**src/common/cmpreg_map.svh**
```systemverilog
// comparator control register block: offsets, field positions, reset values
// assumes byte addresses on an 8-bit AXI4-Lite address, one word per register
`ifndef CMPREG_MAP_SVH
`define CMPREG_MAP_SVH

`define CMPREG_CTRL_OFS      8'h00
`define CMPREG_TRIM_OFS      8'h04
`define CMPREG_STAT_OFS      8'h08
`define CMPREG_MASK_OFS      8'h0C

`define CMPREG_CTRL_EN_BIT   6
`define CMPREG_CTRL_POL_BIT  5
`define CMPREG_CTRL_RES_BIT  4
`define CMPREG_CTRL_RT_HI    3
`define CMPREG_CTRL_RT_LO    2

`define CMPREG_TRIM_CAL_BIT  6
`define CMPREG_TRIM_REF_BIT  5
`define CMPREG_TRIM_VAL_HI   4
`define CMPREG_TRIM_VAL_LO   0

`define CMPREG_STAT_CHG_BIT  0

`define CMPREG_CTRL_RST      8'h00
`define CMPREG_TRIM_RST      8'h10
`define CMPREG_STAT_RST      8'h00
`define CMPREG_MASK_RST      8'h00

`define CMPREG_CTRL_WMASK    8'h6C
`define CMPREG_TRIM_WMASK    8'h7F
`define CMPREG_MASK_WMASK    8'h01

`define CMPREG_RESP_OKAY     2'h0
`define CMPREG_RESP_SLVERR   2'h2

`endif

```
**src/common/cmpreg_pkg.sv**
```systemverilog
// comparator control register block: shared types
// assumes cmpreg_map.svh supplies the numeric constants
package cmpreg_pkg;

    // response time codes, slowest first
    typedef enum logic [1:0] {
        CMPREG_RT_SLOWEST,
        CMPREG_RT_MID1,
        CMPREG_RT_MID2,
        CMPREG_RT_FASTEST
    } cmpreg_resp_time_e;

    typedef logic [7:0] cmpreg_byte_t;

endpackage

```
**src/common/cmpreg_cond_if.sv**
```systemverilog
// comparator control register block: carrier between registers and conditioner
// assumes one clock shared by both ends
`timescale 1ns/100ps

interface cmpreg_cond_if;
    logic enable;
    logic polarity;
    logic raw;
    logic result;
    logic changed;

    modport regs (output enable, output polarity, output raw,
                  input result, input changed);
    modport cond (input enable, input polarity, input raw,
                  output result, output changed);
endinterface

```
**src/verilog/cmpreg_top.sv**
```systemverilog
// comparator control register block with AXI4-Lite slave and change interrupt
// assumes the raw comparator decision arrives synchronous to clock_in
//
// Summary of operation
// - one instance: a control and an offset trim register, bit 7 unused.
// - control holds enable b6, polarity b5, result b4, response time b3..2.
// - polarity bit is read-write, resets to 0, 1 means inverted.
// - polarity 0 passes raw decision; polarity 1 inverts it.
// - result bit is read-only, reads 0 while disabled, else 1 when plus input exceeds minus, unless inverted.
// - response time code 00 slowest, 01 and 10 middle, 11 fastest.
// - trim holds calibration mode b6, reference select b5, five-bit value b4..0.
// - a change of conditioned result while enabled sets the change flag; enabled flag interrupts.
`timescale 1ns/100ps
`include "cmpreg_map.svh"

module cmpreg_top
    import cmpreg_pkg::*;
(
    input  wire logic        clock_in,
    input  wire logic        srst_in,
    input  wire logic        clk_en_in,
    input  wire logic [7:0]  s_axi_awaddr_in,
    input  wire logic        s_axi_awvalid_in,
    output logic             s_axi_awready_out,
    input  wire logic [31:0] s_axi_wdata_in,
    input  wire logic [3:0]  s_axi_wstrb_in,
    input  wire logic        s_axi_wvalid_in,
    output logic             s_axi_wready_out,
    output logic [1:0]       s_axi_bresp_out,
    output logic             s_axi_bvalid_out,
    input  wire logic        s_axi_bready_in,
    input  wire logic [7:0]  s_axi_araddr_in,
    input  wire logic        s_axi_arvalid_in,
    output logic             s_axi_arready_out,
    output logic [31:0]      s_axi_rdata_out,
    output logic [1:0]       s_axi_rresp_out,
    output logic             s_axi_rvalid_out,
    input  wire logic        s_axi_rready_in,
    input  wire logic        comp_raw_in,
    output logic             comparator_enable_out,
    output cmpreg_resp_time_e response_time_sel_out,
    output logic             calibration_mode_select_out,
    output logic             calibration_reference_select_out,
    output logic [4:0]       offset_trim_value_out,
    output logic             comparator_result_out,
    output logic             irq_out
);

    cmpreg_cond_if cond_if ();

    // register state
    cmpreg_byte_t      comparator_control_reg;
    cmpreg_byte_t      comparator_offset_trim_reg;
    cmpreg_byte_t      irq_status_reg;
    cmpreg_byte_t      irq_status_next;
    cmpreg_byte_t      irq_mask_reg;
    logic              irq_reg;

    // write channel state
    logic              awready_reg;
    logic              wready_reg;
    logic              aw_held_reg;
    logic              w_held_reg;
    logic [7:0]        waddr_reg;
    logic [7:0]        wdata_reg;
    logic              wstrb0_reg;
    logic              bvalid_reg;
    logic [1:0]        bresp_reg;
    logic              do_write;
    logic              write_mapped;

    // read channel state
    logic              arready_reg;
    logic              rvalid_reg;
    logic [31:0]       rdata_reg;
    logic [1:0]        rresp_reg;
    logic [7:0]        rsel_reg;
    logic              ar_take;
    cmpreg_byte_t      rd_byte;
    logic              rd_mapped;
    logic              stat_read;

    // conditioner hookup
    assign cond_if.enable   = comparator_control_reg[`CMPREG_CTRL_EN_BIT];
    assign cond_if.polarity = comparator_control_reg[`CMPREG_CTRL_POL_BIT];
    assign cond_if.raw      = comp_raw_in;

    cmpreg_cond u_cond (
        .clock_in  (clock_in),
        .srst_in   (srst_in),
        .clk_en_in (clk_en_in),
        .cond_if   (cond_if)
    );

    // ---------------- write path ----------------
    assign do_write     = aw_held_reg && w_held_reg && !bvalid_reg;
    assign write_mapped = (waddr_reg == `CMPREG_CTRL_OFS) || (waddr_reg == `CMPREG_TRIM_OFS)
                       || (waddr_reg == `CMPREG_STAT_OFS) || (waddr_reg == `CMPREG_MASK_OFS);

    always_ff @(posedge clock_in) begin
        if (srst_in) begin
            awready_reg <= 1'b1;
            aw_held_reg <= 1'b0;
            waddr_reg   <= 8'h00;
        end else if (clk_en_in) begin
            if (s_axi_awvalid_in && awready_reg) begin
                awready_reg <= 1'b0;
                aw_held_reg <= 1'b1;
                waddr_reg   <= s_axi_awaddr_in;
            end else if (do_write) begin
                aw_held_reg <= 1'b0;
            end else if (bvalid_reg && s_axi_bready_in) begin
                awready_reg <= 1'b1;
            end
        end
    end

    always_ff @(posedge clock_in) begin
        if (srst_in) begin
            wready_reg <= 1'b1;
            w_held_reg <= 1'b0;
            wdata_reg  <= 8'h00;
            wstrb0_reg <= 1'b0;
        end else if (clk_en_in) begin
            if (s_axi_wvalid_in && wready_reg) begin
                wready_reg <= 1'b0;
                w_held_reg <= 1'b1;
                wdata_reg  <= s_axi_wdata_in[7:0];
                wstrb0_reg <= s_axi_wstrb_in[0];
            end else if (do_write) begin
                w_held_reg <= 1'b0;
            end else if (bvalid_reg && s_axi_bready_in) begin
                wready_reg <= 1'b1;
            end
        end
    end

    always_ff @(posedge clock_in) begin
        if (srst_in) begin
            bvalid_reg <= 1'b0;
            bresp_reg  <= `CMPREG_RESP_OKAY;
        end else if (clk_en_in) begin
            if (do_write) begin
                bvalid_reg <= 1'b1;
                bresp_reg  <= write_mapped ? `CMPREG_RESP_OKAY : `CMPREG_RESP_SLVERR;
            end else if (bvalid_reg && s_axi_bready_in) begin
                bvalid_reg <= 1'b0;
            end
        end
    end

    // control: only enable, polarity and response time are writable
    always_ff @(posedge clock_in) begin
        if (srst_in) begin
            comparator_control_reg <= `CMPREG_CTRL_RST;
        end else if (clk_en_in && do_write && wstrb0_reg
                     && waddr_reg == `CMPREG_CTRL_OFS) begin
            comparator_control_reg <= wdata_reg & `CMPREG_CTRL_WMASK;
        end
    end

    always_ff @(posedge clock_in) begin
        if (srst_in) begin
            comparator_offset_trim_reg <= `CMPREG_TRIM_RST;
        end else if (clk_en_in && do_write && wstrb0_reg
                     && waddr_reg == `CMPREG_TRIM_OFS) begin
            comparator_offset_trim_reg <= wdata_reg & `CMPREG_TRIM_WMASK;
        end
    end

    always_ff @(posedge clock_in) begin
        if (srst_in) begin
            irq_mask_reg <= `CMPREG_MASK_RST;
        end else if (clk_en_in && do_write && wstrb0_reg
                     && waddr_reg == `CMPREG_MASK_OFS) begin
            irq_mask_reg <= wdata_reg & `CMPREG_MASK_WMASK;
        end
    end

    // ---------------- interrupt ----------------
    // read of status clears it; a change in the same cycle wins
    assign stat_read = ar_take && (s_axi_araddr_in == `CMPREG_STAT_OFS);

    always_comb begin
        irq_status_next = stat_read ? 8'h00 : irq_status_reg;
        if (cond_if.changed) begin
            irq_status_next[`CMPREG_STAT_CHG_BIT] = 1'b1;
        end
    end

    always_ff @(posedge clock_in) begin
        if (srst_in) begin
            irq_status_reg <= `CMPREG_STAT_RST;
            irq_reg        <= 1'b0;
        end else if (clk_en_in) begin
            irq_status_reg <= irq_status_next;
            irq_reg        <= |(irq_status_next & irq_mask_reg);
        end
    end

    // ---------------- read path ----------------
    assign ar_take = s_axi_arvalid_in && arready_reg;

    always_comb begin
        rd_byte   = 8'h00;
        rd_mapped = 1'b1;
        unique case (s_axi_araddr_in)
            `CMPREG_CTRL_OFS: begin
                rd_byte = comparator_control_reg;
                rd_byte[`CMPREG_CTRL_RES_BIT] = cond_if.result;
            end
            `CMPREG_TRIM_OFS: rd_byte = comparator_offset_trim_reg;
            `CMPREG_STAT_OFS: rd_byte = irq_status_reg;
            `CMPREG_MASK_OFS: rd_byte = irq_mask_reg;
            default:          rd_mapped = 1'b0;
        endcase
    end

    always_ff @(posedge clock_in) begin
        if (srst_in) begin
            arready_reg <= 1'b1;
            rvalid_reg  <= 1'b0;
            rdata_reg   <= 32'h0000_0000;
            rresp_reg   <= `CMPREG_RESP_OKAY;
            rsel_reg    <= 8'h00;
        end else if (clk_en_in) begin
            if (ar_take) begin
                arready_reg <= 1'b0;
                rvalid_reg  <= 1'b1;
                rdata_reg   <= {24'h00_0000, rd_byte};
                rresp_reg   <= rd_mapped ? `CMPREG_RESP_OKAY : `CMPREG_RESP_SLVERR;
                rsel_reg    <= s_axi_araddr_in;
            end else if (rvalid_reg && s_axi_rready_in) begin
                arready_reg <= 1'b1;
                rvalid_reg  <= 1'b0;
            end
        end
    end

    // ---------------- outputs ----------------
    assign s_axi_awready_out  = awready_reg;
    assign s_axi_wready_out   = wready_reg;
    assign s_axi_bvalid_out   = bvalid_reg;
    assign s_axi_bresp_out    = bresp_reg;
    assign s_axi_arready_out  = arready_reg;
    assign s_axi_rvalid_out   = rvalid_reg;
    assign s_axi_rdata_out    = rdata_reg;
    assign s_axi_rresp_out    = rresp_reg;

    assign comparator_enable_out            = comparator_control_reg[`CMPREG_CTRL_EN_BIT];
    assign response_time_sel_out            = cmpreg_resp_time_e'(
        comparator_control_reg[`CMPREG_CTRL_RT_HI:`CMPREG_CTRL_RT_LO]);
    assign calibration_mode_select_out      = comparator_offset_trim_reg[`CMPREG_TRIM_CAL_BIT];
    assign calibration_reference_select_out = comparator_offset_trim_reg[`CMPREG_TRIM_REF_BIT];
    assign offset_trim_value_out            =
        comparator_offset_trim_reg[`CMPREG_TRIM_VAL_HI:`CMPREG_TRIM_VAL_LO];
    assign comparator_result_out            = cond_if.result;
    assign irq_out                          = irq_reg;

    // ---------------- checks ----------------
    chk_ctrl_unused_zero: assert property (@(posedge clock_in) disable iff (srst_in)
        $rose(rvalid_reg) && rsel_reg == `CMPREG_CTRL_OFS
        |-> rdata_reg[7] == 1'b0 && rdata_reg[1:0] == 2'h0)
        else $error("unused control bits read nonzero");

    chk_trim_top_zero: assert property (@(posedge clock_in) disable iff (srst_in)
        $rose(rvalid_reg) && rsel_reg == `CMPREG_TRIM_OFS |-> rdata_reg[7] == 1'b0)
        else $error("trim bit 7 read nonzero");

    chk_ctrl_write_fields: assert property (@(posedge clock_in) disable iff (srst_in)
        clk_en_in && do_write && wstrb0_reg && waddr_reg == `CMPREG_CTRL_OFS
        |=> comparator_enable_out == $past(wdata_reg[6])
            && comparator_control_reg[`CMPREG_CTRL_POL_BIT] == $past(wdata_reg[5])
            && comparator_control_reg[`CMPREG_CTRL_RES_BIT] == 1'b0)
        else $error("control write stored wrong fields");

    chk_pol_reset_zero: assert property (@(posedge clock_in)
        srst_in |=> comparator_control_reg[`CMPREG_CTRL_POL_BIT] == 1'b0
                    && comparator_offset_trim_reg == `CMPREG_TRIM_RST)
        else $error("reset values wrong");

    chk_result_readback: assert property (@(posedge clock_in) disable iff (srst_in)
        clk_en_in && ar_take && s_axi_araddr_in == `CMPREG_CTRL_OFS
        |=> rdata_reg[`CMPREG_CTRL_RES_BIT] == $past(cond_if.result))
        else $error("result bit readback mismatch");

    chk_resp_time_out: assert property (@(posedge clock_in) disable iff (srst_in)
        clk_en_in && do_write && wstrb0_reg && waddr_reg == `CMPREG_CTRL_OFS
        |=> response_time_sel_out == cmpreg_resp_time_e'($past(wdata_reg[3:2])))
        else $error("response time select not applied");

    chk_trim_fields: assert property (@(posedge clock_in) disable iff (srst_in)
        clk_en_in && do_write && wstrb0_reg && waddr_reg == `CMPREG_TRIM_OFS
        |=> offset_trim_value_out == $past(wdata_reg[4:0])
            && calibration_mode_select_out == $past(wdata_reg[6])
            && calibration_reference_select_out == $past(wdata_reg[5]))
        else $error("trim fields not applied");

    chk_change_sets_flag: assert property (@(posedge clock_in) disable iff (srst_in)
        clk_en_in && cond_if.changed |=> irq_status_reg[`CMPREG_STAT_CHG_BIT]
                                        && (irq_out == $past(irq_mask_reg[`CMPREG_STAT_CHG_BIT])))
        else $error("change did not raise flag and interrupt");

endmodule // cmpreg_top

```
**src/verilog/cmpreg_cond.sv**
```systemverilog
// comparator result conditioning: polarity, disabled reads 0, change detect
// assumes the raw decision is synchronous to clock_in
`timescale 1ns/100ps

module cmpreg_cond
    import cmpreg_pkg::*;
(
    input  wire logic   clock_in,
    input  wire logic   srst_in,
    input  wire logic   clk_en_in,
    cmpreg_cond_if.cond cond_if
);

    logic result_reg;
    logic result_next;
    logic changed_reg;

    // disabled comparator reads as 0
    assign result_next = cond_if.enable ? (cond_if.raw ^ cond_if.polarity) : 1'b0;

    always_ff @(posedge clock_in) begin
        if (srst_in) begin
            result_reg  <= 1'b0;
            changed_reg <= 1'b0;
        end else if (clk_en_in) begin
            result_reg  <= result_next;
            changed_reg <= cond_if.enable && (result_next != result_reg);
        end
    end

    assign cond_if.result  = result_reg;
    assign cond_if.changed = changed_reg;

    chk_result_noninv: assert property (@(posedge clock_in) disable iff (srst_in)
        clk_en_in && cond_if.enable && !cond_if.polarity |=> result_reg == $past(cond_if.raw))
        else $error("result does not follow raw decision");

    chk_result_inverted: assert property (@(posedge clock_in) disable iff (srst_in)
        clk_en_in && cond_if.enable && cond_if.polarity |=> result_reg != $past(cond_if.raw))
        else $error("result not inverted with polarity set");

    chk_disabled_quiet: assert property (@(posedge clock_in) disable iff (srst_in)
        clk_en_in && !cond_if.enable |=> !result_reg && !changed_reg)
        else $error("disabled comparator moved result or flagged change");

endmodule // cmpreg_cond

```
**config.mk**
```make
export PLATFORM = sky130hd
export DESIGN_NAME = cmpreg_top
export DESIGN_NICKNAME = d
export VERILOG_FILES = /design/src/common/cmpreg_pkg.sv /design/src/common/cmpreg_cond_if.sv /design/src/verilog/cmpreg_top.sv /design/src/verilog/cmpreg_cond.sv
export VERILOG_INCLUDE_DIRS = /design/src /design/src/common
export SDC_FILE = /design/constraint.sdc
export NUM_CORES = 1
export LEC_CHECK = 0
export BUFFER_PORTS_ARGS = -buffer_cell sky130_fd_sc_hd__buf_4
export CAP_MARGIN = 25
export CORE_MARGIN = 1.5
export CORE_UTILIZATION = 50
export CTS_BUF_LIST = sky130_fd_sc_hd__clkbuf_2 sky130_fd_sc_hd__clkbuf_4 sky130_fd_sc_hd__clkbuf_8
export CTS_CLUSTER_SIZE = 20
export DETAILED_ROUTE_END_ITERATION = 8
export GPL_TIMING_DRIVEN = 0
export PLACE_DENSITY = 0.92
export SYNTH_ARGS = -nofsm -noshare
export SYNTH_HDL_FRONTEND = slang
export SYNTH_HIERARCHICAL = 1
export SYNTH_SLANG_ARGS = --single-unit
export TNS_END_PERCENT = 10
```
**constraint.sdc**
```tcl
create_clock -name clock_in -period 3.8 [get_ports clock_in]
set_clock_uncertainty 0.15 [all_clocks]
set_input_delay 0.76 -clock clock_in [delete_from_list [all_inputs] [get_ports clock_in]]
set_output_delay 0.76 -clock clock_in [all_outputs]
set_load 0.05 [all_outputs]
```
==> run metrics, run 1 <==
post-synthesis register bit count=48; hold depth=2; min Tclk post-route=2250 ps; Worst setup EP type=register; peak supply drop=0.000236 V; startpoint type of the worst setup path=input pin; Skew-Pair Late Insertion Delay=310 ps; Slew Viols, Final=0; ANT nets after route=0; Sink Count=48; ys async rst share=0%; Root Buffer=clkbuf_8; sequential share of the synthesized area=43.2%; clock-pin slew on the worst setup and hold paths=80 ps; die area=4860 µm²; Post-CTS Setup Inserts=0; WS Path Type=in2reg; largest net degree at the start of global routing=15; met1 global-route usage=24.7%; hold buffers post-CTS=0; final setup margin=1550 ps; Pre-antenna DRT Iters=4; Top Usage Layer GRT=met2; RePlAce Congestion=0.762; Post-DP HPWL=3650 µm; post-CTS sizing=0; syn_area_per_cell=8.87 µm²; CTS tree=done; power density over cell area=356 nW/µm²; row count=24; H-tree depth=2; hold_ws=307 ps; fin area=2910 µm²; CP required=3890 ps; Final #Nets=402; setup TNS=0 ps; Vias/cell=4.94; DRC errors left=0; Layout area overhead=30.7%; share of cells above drive strength 1=29.2%; RSZ-0062 raised after global routing=no; most frequent cells in the layout=86 x buf_4, 48 x dfxtp_1, 40 x nand2_1; Crit Path Max Fanout=12; maximum clock frequency=445 MHz; CTS buffer count=5; outcome=finished clean; WP data arrival=2330 ps; Post-Syn Area=2230 µm²; core area=4320 µm²; gr ovfl total=0; final setup vio count=0; cell count after synthesis=251; top-area cell type share of the netlist area=43.2%; Worst Tran Pin Value=836 ps; Synth area leader=dfxtp_1; GRT Resource Usage Total=21.0%; HP Class=reg2reg; routed via count=1945; Post-synth EDFFs=0; dpl ws=1240 ps; Routed WL=4950 µm; Most used DFF post-synth=dfxtp_1; Static Leak=1.30 nW; first-pass GRT wire length=8250 µm; met3 usage=5.81%; placed cell areas=2820 µm²; antenna violations before repair=0; final hold vios=0; chip height=69.7 µm; initial core utilization=51.5%; Yosys cell types=35; Slew HR=43.8%; R2R depth=3; Port Buf Inserts=57; starting DRC count in detailed routing=97; max-cap viol count=0; chip width=69.7 µm; met2 usage=36.3%; Longest Clk Path Bufs=2; top post-synthesis cells by area=dfxtp_1 43%, buf_4 9.8%, mux2i_1 8.1%; Ant. Diodes=0; Synth warnings=6; commonest non-fill, non-tap cell in the layout=buf_4; Period Utilization, post-route=59.1%; I/O pins=114; Largest register FFs=8; wire per inst=12.6 µm; vias in the first global route=1806
## worst paths after layout
kind | slack, ps | from | endpoint
setup / recovery | 1550 | clk_en_in | comparator_offset_trim_reg[1]
hold / removal | 310 | waddr_reg[1] | waddr_reg[1]
setup reg to reg | 1700 | waddr_reg[7] | comparator_offset_trim_reg[1]
hold reg to reg | 310 | waddr_reg[1] | waddr_reg[1]
## per-stage QoR
step / total power [W] / std cells / utilization, %
after floorplan: 0.000679 / 277 / -
after global placement: 0.000725 / 386 / 65.1
after detailed placement: 0.000728 / 386 / 65.1
after CTS: 0.00104 / 394 / 67.3
after global routing: 0.00107 / 394 / 67.3
final: 0.00104 / 394 / 67.3
## synth_stat cells, types with 3 or more instances
master,instances
dfxtp_1,48
nand2_1,40
buf_4,29
a21oi_1,22
nand2b_1,19
mux2i_1,18
clkbuf_1,11
nand3b_1,9
nor2_1,8
o41ai_1,7
nand3_1,5
a31oi_1,3
and3_1,3
o21bai_1,3
## power by group
group / leakage [nW] / switching (W) / internal (W)
logic: 0.860 / 0.000124 / 0.0000686
clock network: 0.0510 / 0.000172 / 0.000145
registers: 0.390 / 0.00000917 / 0.000516
total: 1.30 / 0.000305 / 0.000730
## layer usage
metal,up-vias,routed length (µm)
li1,996,-
met1,880,2170
met2,62,2380
met3,7,336
met4,0,62
met5,-,0
## final cells by class
class,instances,area [µm²]
plain buffers,42,268
clock buffers,6,82.6
clock inverters,2,10.0
fillers,380,1420
inverters,1,3.75
multi-input cells,186,1090
flip-flops and latches,48,961
well taps,52,65.1
repair buffers,57,428
## worst max-delay path: stages
cell and delay, ps:
buf_4 150, nand4b_1 310, nor4_2 840, mux2i_1 270
## cell families (layout without fill, tap and decap cells)
group                  count (synthesis)  in the layout  share of synthesized area, %
AO/OA/AOI/OAI                         41             41                          11.7
other                                  1             27                         0.168
XOR/XNOR                               1              1                         0.394
AND/OR/NAND/NOR                       98             98                          23.8
multiplexers                          19             19                          8.60
flip-flops                            48             48                          43.2
buffers and inverters                 43            108                          12.2
(Power assumes the default switching activity.)
==> run 2: changes to the inputs <==
CORE_UTILIZATION = 47   (was 50)
PLACE_DENSITY = 0.87   (was 0.92)
clock period = 2.3 ns   (was 3.8 ns; I/O delays follow)
==> run 2 against run 1 <==
The run now ends with DRC left; utilization down 1.4 points; clock power is 91% higher; die area rose by 6.1%; wire length fell by 2.9%; combinational power is 65% higher; sequential power is 65% higher; non-clock buffer count unchanged; clock-buffer cell count unchanged; final cell count stayed put; worst hold slack worse by 59 ps; register-to-register slack got worse by 1500 ps; critical path depth shrank 1; critical path type is now reg2reg; highest routed layer unchanged.
==> run metrics, run 2 (same netlist as run 1, synthesis figures left out) <==
Reg-to-Reg Start=s_axi_bvalid_out; HP Start=srst_in; CP required=2380 ps (-1510 ps); crit-path leading delay family=simple AND/OR/NAND/NOR gates; Routed WL=4810 µm (-2.9%); final setup margin=227 ps (-1330 ps); Port Buf Inserts=57 (unchanged); dpl ws=27.9 ps (-1210 ps); Largest register FFs=8 (unchanged); setup TNS=0 ps (unchanged); CTS tree=done; I/O pins=114 (unchanged); Slew HR=43.5% (-0.33 points); chip width=71.8 µm (+3.0%); Layout area overhead=31.5%; CP peak stage delay=850 ps (about the same); commonest non-fill, non-tap cell in the layout=buf_4; largest net degree at the start of global routing=15 (unchanged); WP data arrival=2160 ps (-170 ps); Static Leak=1.31 nW (+0.59%); critical path's slowest cell=nor4_2; peak supply drop=0.000357 V (+51%); Root Buffer=clkbuf_8; gr ovfl total=0 (unchanged); Crit Path Max Fanout=9 (-3); vias in the first global route=1684 (-6.8%); share of cells above drive strength 1=29.2% (unchanged); placed cell areas=2820 µm² (unchanged); Skew-Pair Late Insertion Delay=300 ps (about the same); chip height=71.8 µm (+3.0%); initial core utilization=50.1% (-1.4 points); Slew Viols, Final=0 (unchanged); maximum clock frequency=482 MHz; CP bufs+invs=0 (-1); first-pass GRT wire length=7720 µm (-6.4%); WS Path Type=reg2reg; RSZ-0062 raised after global routing=no; Vias/cell=4.90 (-0.67%); post-CTS sizing=0 (unchanged); Sink Count=48 (unchanged); hold buffers post-CTS=0 (unchanged); Final #Nets=402 (unchanged); final setup vio count=0 (unchanged); Ant. Diodes=0 (unchanged); Longest Clk Path Bufs=2 (unchanged); GRT Resource Usage Total=19.5% (-1.5 points); max-cap viol count=0 (unchanged); CTS buffer count=5 (unchanged); final hold vios=0 (unchanged); antenna violations before repair=0 (unchanged); most frequent cells in the layout=86 x buf_4, 48 x dfxtp_1, 40 x nand2_1; critical path launch point=s_axi_bvalid_out; Post-CTS Setup Inserts=0 (unchanged); HP Class=in2reg; die area=5160 µm² (+6.1%); ANT nets after route=0 (unchanged); row count=24 (unchanged); H-tree depth=2 (unchanged); Top Usage Layer GRT=met2; total design power=0.00179 W (+73%); starting DRC count in detailed routing=138 (+42%); clock-pin slew on the worst setup and hold paths=80 ps (about the same); # placed instances=386 (unchanged); fin cells=394 (unchanged); Post-DP HPWL=3570 µm (-2.3%); critical path cell sequence=nand4b_1 > nor4_2 > mux2i_1; DRC errors left=8 (+8); Worst setup EP type=register; RePlAce Congestion=0.725 (-4.9%); min Tclk post-route=2070 ps; Period Utilization, post-route=90.1%; power density over cell area=612 nW/µm² (+72%); # fillers=398 (+4.7%); failing checks=DRC; wire per inst=12.2 µm (-2.9%); Worst Tran Pin Value=840 ps (+4.85 ps); met2 usage=32.5% (-3.8 points); fin area=2930 µm² (+0.65%); startpoint type of the worst setup path=register; met1 global-route usage=23.8% (-0.89 points); outcome=finished, violations left; core area=4440 µm² (+2.8%); routed via count=1932 (-0.67%); met3 usage=5.20% (-0.61 points); Pre-antenna DRT Iters=7 (+3)
==> run 2: changes by cell type in the layout (fill, tap and decap cells not counted) <==
| cell | change |
|---|---|
| bufinv_16 | +1 |
| clkbuf_4 | +1 |
| clkbuf_8 | -1 |
| clkinv_2 | -1 |
==> run 2: final cells by class <==
class,count,area (µm²),share of cell area (%)
Clock buffer,6,76.3,2.61
Tap cell,52,65.1,2.22
Multi-Input combinational cell,186,1090,37.3
Clock inverter,2,35.0,1.20
Buffer,42,268,9.15
Sequential cell,48,961,32.8
Inverter,1,3.75,0.128
Timing Repair Buffer,57,428,14.6
==> run 2: stage by stage <==
stage	hold slack (ps)	util [%]
after CTS	236	65.9
after detailed placement	299	63.4
after floorplan	281	-
after global routing	239	65.9
after global placement	289	63.4
final	247	65.9
==> run 2: power by group <==
part	internal (W)	switching [W]	total [W]	leakage (nW)
Clock	0.000334	0.000272	0.000607	0.0586
Sequential	0.000853	0.0000147	0.000868	0.390
Combinational	0.000113	0.000205	0.000319	0.860
==> run 2: layer usage <==
metal / part of all wire, % / wire, µm / vias up
met3: 6.4 / 309 / 8
met2: 48 / 2310 / 61
met1: 44 / 2100 / 869
met4: 2.0 / 94 / 0
met5: 0 / 0 / -
li1: - / - / 994
==> run 2: worst paths after layout <==
| check | to | slack, ps | cells past startpoint |
|---|---|---|---|
| setup / recovery | comparator_offset_trim_reg[4] | 230 | 3 |
| hold / removal | u_cond/cond_if.result | 250 | 2 |
| setup reg to reg | comparator_offset_trim_reg[4] | 230 | 3 |
| hold reg to reg | waddr_reg[0] | 310 | 2 |
==> run 2: worst reg2reg max path, cell delays in order (launching register included) <==
cell and delay, ps:
dfxtp_1 360, nand4b_1 400, nor4_2 860, mux2i_1 250
